===== src/sss_pkg.sv =====
`default_nettype none

package sss_pkg;

  // loop timing
  localparam int unsigned CLK_KHZ       = 20000;
  localparam int unsigned LOOP_TIME_MS  = 10;
  localparam int unsigned LOOP_CYCLES   = LOOP_TIME_MS * CLK_KHZ;

  // speed figures in km/h
  localparam logic [7:0] SHUTOFF_DFLT_KMPH = 8'h19;
  localparam logic [7:0] GAIN_BAND_KMPH    = 8'h0a;

  // spool and wheel angle limits
  localparam logic [11:0]        SPOOL_TOL = 12'h040;
  localparam logic signed [11:0] WA_LIMIT  = 12'sh3cf;
  localparam logic signed [11:0] SP_ZERO   = 12'sh000;

  // programs and gains
  localparam logic [2:0] NUM_PROG  = 3'h5;
  localparam logic [2:0] PROG_RST  = 3'h0;
  localparam logic [7:0] GAIN_RST  = 8'h10;
  localparam int unsigned GAIN_SHIFT = 4;
  localparam int unsigned GAIN_WORDS = 16;

  // cause bit positions
  localparam int unsigned CAUSE_FAULT = 0;
  localparam int unsigned CAUSE_SPEED = 1;
  localparam int unsigned CAUSE_XCHK  = 2;
  localparam int unsigned CAUSE_SPOOL = 3;

  typedef enum logic [1:0] {
    SSS_MODE_WHEEL = 2'h0,
    SSS_MODE_AUTO  = 2'h1,
    SSS_MODE_AUX   = 2'h3,
    SSS_MODE_ROAD  = 2'h2
  } sss_mode_e;

  typedef enum logic [1:0] {
    SSS_ST_INIT = 2'h0,
    SSS_ST_RUN  = 2'h1,
    SSS_ST_SAFE = 2'h3
  } sss_sup_e;

  typedef struct packed {
    logic [7:0]         speed;
    sss_mode_e          mode;
    logic signed [11:0] wheel_angle;
    logic signed [11:0] setpoint;
  } sss_xchk_s;

  typedef struct packed {
    logic       valid;
    logic       aux;
    logic [2:0] prog;
  } sss_preq_s;

  typedef struct packed {
    logic [7:0]         speed;
    logic [7:0]         shutoff_thr;
    logic               shutoff_cfg;
    logic [7:0]         lock_thr;
    sss_mode_e          mode;
    logic               normal_op;
    logic               single_ch;
    logic [3:0]         faults;
    logic signed [11:0] wheel_angle;
    logic signed [11:0] wheel_rate;
    logic signed [11:0] guid_cmd;
    logic signed [11:0] spool_main;
    logic signed [11:0] spool_safe;
    sss_xchk_s          safe_ch;
    sss_preq_s          preq;
  } sss_pins_s;

  typedef struct packed {
    logic       en;
    logic [3:0] addr;
    logic [7:0] data;
  } sss_gwr_s;

  typedef struct packed {
    logic       safe;
    logic [3:0] cause;
    logic       lock;
    logic       req_exec;
    logic       req_ign;
    logic [2:0] wheel_prog;
    logic [2:0] aux_prog;
    sss_sup_e   state;
  } sss_status_s;

  function automatic logic [11:0] sss_absdiff(input logic signed [11:0] a,
                                              input logic signed [11:0] b);
    logic signed [12:0] d;
    d = 13'(a) - 13'(b);
    if (d < 0) d = -d;
    return 12'(d);
  endfunction : sss_absdiff

  function automatic logic signed [11:0] sss_sat12(input logic signed [20:0] v);
    logic signed [11:0] r;
    r = 12'(v);
    if (v > 21'sh0007ff) r = 12'sh7ff;
    if (v < -21'sh000800) r = 12'sh800;
    return r;
  endfunction : sss_sat12

endpackage : sss_pkg

`default_nettype wire


===== src/sss_gain_mem.sv =====
`timescale 1ns/10ps
`default_nettype none

module sss_gain_mem (
  // clock and reset
  input  wire logic             clk_i,
  input  wire logic             resetn_i,
  // write port
  input  wire sss_pkg::sss_gwr_s wr_i,
  // read port
  input  wire logic [3:0]       rd_addr_i,
  output logic [7:0]            rd_data_o
);

  logic [7:0] mem_reg [sss_pkg::GAIN_WORDS];
  logic [7:0] rd_data_reg;

  always_ff @(posedge clk_i) begin
    if (!resetn_i) begin
      for (int i = 0; i < sss_pkg::GAIN_WORDS; i++) begin
        mem_reg[i] <= sss_pkg::GAIN_RST;
      end
    end else if (wr_i.en) begin
      mem_reg[wr_i.addr] <= wr_i.data;
    end
  end

  always_ff @(posedge clk_i) begin
    if (!resetn_i) begin
      rd_data_reg <= sss_pkg::GAIN_RST;
    end else begin
      rd_data_reg <= mem_reg[rd_addr_i];
    end
  end

  assign rd_data_o = rd_data_reg;

endmodule : sss_gain_mem

`default_nettype wire


===== src/sss_top.sv =====
`timescale 1ns/10ps
`default_nettype none

module sss_top #(
  parameter int unsigned LOOP_CYCLES = sss_pkg::LOOP_CYCLES
) (
  // clock and reset
  input  wire logic                clk_i,
  input  wire logic                resetn_i,
  // sensor, config and request pins
  input  wire sss_pkg::sss_pins_s  pins_i,
  // gain table write from local config logic
  input  wire sss_pkg::sss_gwr_s   gain_wr_i,
  // valve drivers
  output logic                     valve_en_main_o,
  output logic                     valve_en_safe_o,
  output logic signed [11:0]       spool_setpoint_o,
  // operation status
  output sss_pkg::sss_status_s     status_o
);

  localparam int unsigned CW = $clog2(LOOP_CYCLES + 1);

  ////////////////////////////////////////////////////////////////////////////
  // pin synchroniser

  sss_pkg::sss_pins_s pins_meta_reg;
  sss_pkg::sss_pins_s pins_reg;

  always_ff @(posedge clk_i) begin
    if (!resetn_i) begin
      pins_meta_reg <= '0;
      pins_reg      <= '0;
    end else begin
      pins_meta_reg <= pins_i;
      pins_reg      <= pins_meta_reg;
    end
  end

  ////////////////////////////////////////////////////////////////////////////
  // control loop tick

  logic [CW-1:0] cnt_reg;
  logic          tick_reg;

  always_ff @(posedge clk_i) begin
    if (!resetn_i) begin
      cnt_reg  <= '0;
      tick_reg <= 1'b0;
    end else if (cnt_reg == CW'(LOOP_CYCLES - 1)) begin
      cnt_reg  <= '0;
      tick_reg <= 1'b1;
    end else begin
      cnt_reg  <= cnt_reg + 1'b1;
      tick_reg <= 1'b0;
    end
  end

  ////////////////////////////////////////////////////////////////////////////
  // demand sources

  sss_pkg::sss_sup_e  state_reg;
  sss_pkg::sss_sup_e  state_next;
  logic signed [11:0] setpoint_reg;
  logic [7:0]         shutoff_eff;
  logic               overspeed;
  logic               mismatch;
  logic               spool_err;
  logic               fault_any;
  logic               demand;

  assign shutoff_eff = pins_reg.shutoff_cfg ? pins_reg.shutoff_thr
                                            : sss_pkg::SHUTOFF_DFLT_KMPH;
  assign overspeed = (pins_reg.mode != sss_pkg::SSS_MODE_ROAD) &&
                     (pins_reg.speed > shutoff_eff);
  assign mismatch = pins_reg.normal_op &&
                    ((pins_reg.safe_ch.speed != pins_reg.speed) ||
                     (pins_reg.safe_ch.mode != pins_reg.mode) ||
                     (pins_reg.safe_ch.wheel_angle != pins_reg.wheel_angle) ||
                     (pins_reg.safe_ch.setpoint != setpoint_reg));
  assign spool_err = (state_reg == sss_pkg::SSS_ST_RUN) &&
                     ((sss_pkg::sss_absdiff(pins_reg.spool_main, setpoint_reg)
                       > sss_pkg::SPOOL_TOL) ||
                      (sss_pkg::sss_absdiff(pins_reg.spool_safe, setpoint_reg)
                       > sss_pkg::SPOOL_TOL));
  assign fault_any = |pins_reg.faults;
  assign demand    = fault_any || (tick_reg && (overspeed || mismatch || spool_err));

  ////////////////////////////////////////////////////////////////////////////
  // supervisor state

  always_comb begin
    case (state_reg)
      sss_pkg::SSS_ST_INIT: begin
        if (demand) state_next = sss_pkg::SSS_ST_SAFE;
        else if (tick_reg) state_next = sss_pkg::SSS_ST_RUN;
        else state_next = sss_pkg::SSS_ST_INIT;
      end
      sss_pkg::SSS_ST_RUN: begin
        state_next = demand ? sss_pkg::SSS_ST_SAFE : sss_pkg::SSS_ST_RUN;
      end
      default: begin
        state_next = sss_pkg::SSS_ST_SAFE;
      end
    endcase
  end

  always_ff @(posedge clk_i) begin
    if (!resetn_i) begin
      state_reg <= sss_pkg::SSS_ST_INIT;
    end else begin
      state_reg <= state_next;
    end
  end

  logic [3:0] cause_reg;

  always_ff @(posedge clk_i) begin
    if (!resetn_i) begin
      cause_reg <= '0;
    end else if (state_reg != sss_pkg::SSS_ST_SAFE) begin
      cause_reg[sss_pkg::CAUSE_FAULT] <= fault_any;
      cause_reg[sss_pkg::CAUSE_SPEED] <= tick_reg && overspeed;
      cause_reg[sss_pkg::CAUSE_XCHK]  <= tick_reg && mismatch;
      cause_reg[sss_pkg::CAUSE_SPOOL] <= tick_reg && spool_err;
    end
  end

  ////////////////////////////////////////////////////////////////////////////
  // valve outputs

  logic valve_en_main_reg;
  logic valve_en_safe_reg;

  // both drop, single keeps main only
  always_ff @(posedge clk_i) begin
    if (!resetn_i) begin
      valve_en_main_reg <= 1'b0;
      valve_en_safe_reg <= 1'b0;
    end else begin
      valve_en_main_reg <= (state_next == sss_pkg::SSS_ST_RUN);
      valve_en_safe_reg <= (state_next == sss_pkg::SSS_ST_RUN) && !pins_reg.single_ch;
    end
  end

  ////////////////////////////////////////////////////////////////////////////
  // program lock-out

  logic       lock_reg;
  logic       preq_prev_reg;
  logic       req_fire;
  logic       req_exec_reg;
  logic       req_ign_reg;
  logic [2:0] wheel_prog_reg;
  logic [2:0] aux_prog_reg;

  assign req_fire = pins_reg.preq.valid && !preq_prev_reg;

  always_ff @(posedge clk_i) begin
    if (!resetn_i) begin
      lock_reg      <= 1'b0;
      preq_prev_reg <= 1'b0;
    end else begin
      preq_prev_reg <= pins_reg.preq.valid;
      if (tick_reg) lock_reg <= pins_reg.speed > pins_reg.lock_thr;
    end
  end

  always_ff @(posedge clk_i) begin
    if (!resetn_i) begin
      wheel_prog_reg <= sss_pkg::PROG_RST;
      aux_prog_reg   <= sss_pkg::PROG_RST;
      req_exec_reg   <= 1'b0;
      req_ign_reg    <= 1'b0;
    end else if (req_fire) begin
      if (lock_reg || (pins_reg.preq.prog >= sss_pkg::NUM_PROG)) begin
        req_exec_reg <= 1'b0;
        req_ign_reg  <= 1'b1;
      end else begin
        req_exec_reg <= 1'b1;
        req_ign_reg  <= 1'b0;
        if (pins_reg.preq.aux) aux_prog_reg <= pins_reg.preq.prog;
        else wheel_prog_reg <= pins_reg.preq.prog;
      end
    end
  end

  ////////////////////////////////////////////////////////////////////////////
  // set-point computation

  logic [7:0]         gain;
  logic [2:0]         gain_prog;
  logic               speed_band;
  logic signed [20:0] prod;
  logic signed [11:0] cmd;
  logic signed [11:0] cmd_lim;

  assign gain_prog  = (pins_reg.mode == sss_pkg::SSS_MODE_AUX) ? aux_prog_reg
                                                               : wheel_prog_reg;
  assign speed_band = pins_reg.speed > sss_pkg::GAIN_BAND_KMPH;

  sss_gain_mem u_gain_mem (
    .clk_i     (clk_i),
    .resetn_i  (resetn_i),
    .wr_i      (gain_wr_i),
    .rd_addr_i ({gain_prog, speed_band}),
    .rd_data_o (gain)
  );

  always_comb begin
    prod = 21'(pins_reg.wheel_rate) * 21'($signed({1'b0, gain}));
    case (pins_reg.mode)
      sss_pkg::SSS_MODE_WHEEL: cmd = sss_pkg::sss_sat12(prod >>> sss_pkg::GAIN_SHIFT);
      sss_pkg::SSS_MODE_AUTO:  cmd = pins_reg.guid_cmd;
      sss_pkg::SSS_MODE_AUX:   cmd = sss_pkg::sss_sat12(prod >>> sss_pkg::GAIN_SHIFT);
      default:                 cmd = sss_pkg::SP_ZERO;
    endcase
    // no flow further into an end stop
    cmd_lim = cmd;
    if ((pins_reg.wheel_angle > sss_pkg::WA_LIMIT && cmd > 0) ||
        (pins_reg.wheel_angle < -sss_pkg::WA_LIMIT && cmd < 0)) begin
      cmd_lim = sss_pkg::SP_ZERO;
    end
  end

  always_ff @(posedge clk_i) begin
    if (!resetn_i) begin
      setpoint_reg <= sss_pkg::SP_ZERO;
    end else if (state_next != sss_pkg::SSS_ST_RUN) begin
      setpoint_reg <= sss_pkg::SP_ZERO;
    end else if (tick_reg) begin
      setpoint_reg <= pins_reg.normal_op ? cmd_lim : sss_pkg::SP_ZERO;
    end
  end

  ////////////////////////////////////////////////////////////////////////////
  // outputs

  assign valve_en_main_o  = valve_en_main_reg;
  assign valve_en_safe_o  = valve_en_safe_reg;
  assign spool_setpoint_o = setpoint_reg;
  // safe is the one state with bit 1 set, so the flag is a flop bit
  assign status_o = '{safe: state_reg[1], cause: cause_reg,
                      lock: lock_reg, req_exec: req_exec_reg, req_ign: req_ign_reg,
                      wheel_prog: wheel_prog_reg, aux_prog: aux_prog_reg,
                      state: state_reg};
endmodule : sss_top

`default_nettype wire


===== config.mk =====
export PLATFORM = sky130hd
export DESIGN_NAME = sss_top
export DESIGN_NICKNAME = d
export VERILOG_FILES = /design/src/sss_pkg.sv /design/src/sss_gain_mem.sv /design/src/sss_top.sv
export SDC_FILE = /design/constraint.sdc
export NUM_CORES = 1
export LEC_CHECK = 0
export BUFFER_PORTS_ARGS = -buffer_cell sky130_fd_sc_hd__buf_2
export CAP_MARGIN = 20
export CELL_PAD_IN_SITES_DETAIL_PLACEMENT = 1
export CELL_PAD_IN_SITES_GLOBAL_PLACEMENT = 1
export CORE_MARGIN = 2
export CORE_UTILIZATION = 48
export DETAILED_ROUTE_END_ITERATION = 7
export PLACE_DENSITY_LB_ADDON = 0.1
export REMOVE_ABC_BUFFERS = 1
export SLEW_MARGIN = 15
export SYNTH_ARGS = -nofsm -noshare
export SYNTH_HDL_FRONTEND = slang
export SYNTH_HIERARCHICAL = 1
export SYNTH_SLANG_ARGS = --single-unit

===== constraint.sdc =====
create_clock -name clk_i -period 7.67 [get_ports clk_i]
set_input_delay 0 -clock clk_i [delete_from_list [all_inputs] [get_ports clk_i]]
set_output_delay 0 -clock clk_i [all_outputs]
set_load 0.05 [all_outputs]

==> flow_summary.json <==
{
  "synth_top_cells_by_area": "sky130_fd_sc_hd__dfxtp_1 30%, sky130_fd_sc_hd__edfxtp_1 18%, sky130_fd_sc_hd__and2_1 12%",
  "tritoncts_clock_tree": "yes",
  "post_synth_inst_count": 2000,
  "cp.arrival_ps": 6990,
  "timing_hold_violations_final": 0,
  "post-route-period-util_pct": 84.6,
  "maximum_number_of_pins_on_one_net_before_global_route_repair": 120,
  "hpwlAfterDp_um": 38500,
  "synth.largest_area_cell": "sky130_fd_sc_hd__dfxtp_1",
  "drtAntennaViolNets": 0,
  "buffer_ports.inserted": 176,
  "grt_pass1_wl_um": 92600,
  "synth_compound_gate_area_share_pct": 7.53,
  "critical_path_cell_count": 21,
  "timing.final.ws_setup_ps": 1180,
  "detail_route.wl_per_cell_um": 19.6,
  "cp.required_ps": 8170,
  "tritoncts.num_buffers": 49,
  "clk_pin_slew_ps": 60,
  "drive_gt1_share_pct": 13.2,
  "post-route-drc-count": 0,
  "max_root_sink_buffers": 3,
  "sequential_fraction_of_the_synthesis_area_pct": 47.2,
  "crit_path_top_delay_cell": "sky130_fd_sc_hd__a32oi_1",
  "post_synth_instance_area_mm2": 0.0218,
  "clock_insertion_delay_worst_skew_ps": 600,
  "r2r_cells": 21,
  "worstPathCellList": "and2_1 > inv_1 > fa_1 > inv_1 > fa_1 > fa_1 > inv_1 > fa_1 > inv_1 > ha_1 > and4_1 > nand2_1 > o211ai_1 > a31oi_1 > o21ai_0 > xnor2_1 > a32oi_1 > a22oi_1 > nand2_1 > nand3_1 > o31ai_1",
  "io_pins": 177,
  "critical_path_buf_inv_count": 4,
  "post_place_setup_slack_ps": 1260,
  "synth_top_flop_cell": "sky130_fd_sc_hd__dfxtp_1",
  "tightestPinTransition_ps": 1040,
  "post-cts-setup-buffers": 0,
  "globalRouteOverflowTotal": 0,
  "yosys_warnings": 6,
  "rr_startpoint": "u_gain_mem/rd_data_o[4]",
  "vias": 15435,
  "ys_async_sr_fraction_pct": 0,
  "rsz0062_at_grt": "no",
  "timing.rr.end": "spool_setpoint_o[7]",
  "num-nets-final": 2653,
  "met1_length_um": 24500,
  "ir_drop_mv": 0.189,
  "totalNegativeSetupSlack_ps": 0,
  "initial_antenna_violation_count": 1,
  "rrSetupSlack_ps": 1180,
  "max-slew-margin-rel_pct": 30.6,
  "first_pass_iters": 5,
  "initial_utilization_pct": 48.9,
  "placeable_area_mm2": 0.0445,
  "critical_path.endpoint_type": "flip-flop",
  "max_freq_mhz": 154,
  "setup_viol": 0,
  "wl_um": 58300,
  "met2_wl_post_dr_um": 29900,
  "maxCapViolations": 0,
  "worstSetupPathType": "reg -> reg",
  "area_share_of_fa_ha_maj_cells_after_synthesis_pct": 12.3,
  "detail_route.vias_per_cell": 5.19,
  "final-max-slew-violation-count": 0,
  "hold_class": "in -> reg",
  "die_w_um": 217,
  "drt-initial-drc-count": 746,
  "power_density_mw_per_mm2": 215,
  "timing.critical_path.to": "spool_setpoint_o[7]",
  "clock_tree.htree_level_count": 2,
  "synth_simple_gate_area_share_pct": 20.6,
  "yosys.area_share.xor_xnor_pct": 3.70,
  "static-leakage-power_nw": 11.2,
  "floorplan.rows": 77,
  "layout.cells.non_filler": 2972,
  "worstPathMaxFanout": 13,
  "grt_pass1_vias": 17050,
  "fin_skew_ps": 26.6,
  "detailroute.wirelength.met3_um": 2120,
  "ys_seq_elements": 449,
  "crit_path_start": "u_gain_mem/rd_data_o[4]",
  "gr_usage_total_pct": 25.3,
  "clock-root-buffer": "sky130_fd_sc_hd__clkbuf_16",
  "area.growth.synth_to_final_pct": 21.7,
  "crit_family": "adder cells",
  "outcome": "finished, final reports clean",
  "dr.max_layer_used": "met4",
  "die-height_um": 217,
  "clock-sinks": 449,
  "netlist-cell-type-count": 91,
  "setup.worst_path.start_class": "flip-flop",
  "synth.avg_cell_area_um2": 10.9,
  "floorplan.die_area_mm2": 0.0470,
  "synth.mux.area_fraction_pct": 4.30,
  "dp_cells": 2702,
  "routabilityCongestion": 0.828,
  "synth_top_cell_area_share_pct": 29.5,
  "dominant_combinational_cell_family_by_area_after_synthesis": "simple AND/OR/NAND/NOR gates",
  "critical_path.max_stage_delay_ps": 840,
  "synth_edf_count": 128,
  "period_needed_ps": 6490
}
==> repair_timing <==
action                                 CTS  global route
hold buffers                           180             0
endpoints found under the hold margin  295             0
resized for setup                        0             0
==> routing by layer <==
metal	vias up	track usage, %
met5	-	0
met4	0	8.88
met3	99	3.41
met2	291	45.6
met1	7658	31.0
li1	7387	-
==> cell families after synthesis <==
logic type | Yosys count
compound gates | 231
fa+ha+maj | 165
buf+inv | 237
simple gates | 780
flops | 449
mux | 46
xor+xnor | 92
==> metrics by stage <==
stage	area (um2)	util, %	power, W	hold slack [ps]
floorplan	21400	-	0.00312	117
global placement	23100	51.9	0.00334	208
detailed placement	23100	51.9	0.00337	210
CTS	26500	59.5	0.00572	111
global route	26500	59.5	0.00592	143
finish	26500	59.5	0.00569	149
==> worst register-to-register path: stages (launching register included) <==
cell                       delay [ps]
sky130_fd_sc_hd__dfxtp_1          580
sky130_fd_sc_hd__and2_1           240
sky130_fd_sc_hd__inv_1             70
sky130_fd_sc_hd__fa_1             510
sky130_fd_sc_hd__inv_1             50
sky130_fd_sc_hd__fa_1             470
sky130_fd_sc_hd__fa_1             570
sky130_fd_sc_hd__inv_1             70
sky130_fd_sc_hd__fa_1             540
sky130_fd_sc_hd__inv_1             50
sky130_fd_sc_hd__ha_1             390
sky130_fd_sc_hd__and4_1           270
sky130_fd_sc_hd__nand2_1           60
sky130_fd_sc_hd__o211ai_1          90
sky130_fd_sc_hd__a31oi_1          250
sky130_fd_sc_hd__o21ai_0          160
sky130_fd_sc_hd__xnor2_1          250
sky130_fd_sc_hd__a32oi_1          840
sky130_fd_sc_hd__a22oi_1          270
sky130_fd_sc_hd__nand2_1          150
sky130_fd_sc_hd__nand3_1          180
sky130_fd_sc_hd__o31ai_1          310
==> cell usage after synthesis (10+ instances only) <==
cell type                  number
sky130_fd_sc_hd__or3_1         13
sky130_fd_sc_hd__mux4_1        18
sky130_fd_sc_hd__o21ai_0       39
sky130_fd_sc_hd__clkbuf_1      60
sky130_fd_sc_hd__xnor2_1       52
sky130_fd_sc_hd__and2_1       427
sky130_fd_sc_hd__a22oi_1       16
sky130_fd_sc_hd__nor3_1        18
sky130_fd_sc_hd__xor2_1        40
sky130_fd_sc_hd__nand3_1       23
sky130_fd_sc_hd__nor2_1        76
sky130_fd_sc_hd__a21o_1        11
sky130_fd_sc_hd__and3_1        16
sky130_fd_sc_hd__a21oi_1       60
sky130_fd_sc_hd__nand4_1       15
sky130_fd_sc_hd__nand2b_1      26
sky130_fd_sc_hd__dfxtp_1      321
sky130_fd_sc_hd__inv_1        160
sky130_fd_sc_hd__ha_1          85
sky130_fd_sc_hd__o21a_1        10
sky130_fd_sc_hd__edfxtp_1     128
sky130_fd_sc_hd__nor4_1        11
sky130_fd_sc_hd__nand2_1      112
sky130_fd_sc_hd__fa_1          80
sky130_fd_sc_hd__mux4_2        14
==> where the power goes <==
part | internal [W] | switching (W)
Combinational | 0.000353 | 0.000432
Clock | 0.00130 | 0.000989
Sequential | 0.00255 | 0.0000622
==> cell usage in the layout, fill, tap and decap left out, drive strengths merged, types with 19 or more instances in the layout <==
master,netlist,routed
nor3,19,19
a21oi,63,63
mux4,32,32
o21ai,49,49
fa,80,80
nand3,24,24
dfxtp,321,321
xnor2,52,52
clkbuf,60,71
nor2,76,76
xor2,40,40
inv,160,166
and2,427,427
dlygate4sd3,0,180
nand2,113,113
buf,17,187
ha,85,85
edfxtp,128,128
nand2b,26,26
==> final cells by class <==
type	instances	area, um2
Antenna cell	1	2.50
Clock buffer	71	1380
Clock inverter	18	184
Fill cell	4775	18000
Inverter	160	601
Multi-Input combinational cell	1314	10500
Sequential cell	449	10300
Tap cell	592	741
Timing Repair Buffer	367	2770
==> how the worst min path moves through the flow <==
stage / start / end / depth (start not counted)
after floorplan: resetn_i / cause_reg[3] / 1
after global placement: pins_i[100] / pins_meta_reg[100] / 2
after detailed placement: pins_i[79] / pins_meta_reg[79] / 2
after CTS: pins_i[128] / pins_meta_reg[128] / 3
after global routing: pins_i[102] / pins_meta_reg[102] / 3
final: pins_i[102] / pins_meta_reg[102] / 3
Power figures use the tool's default switching activity.
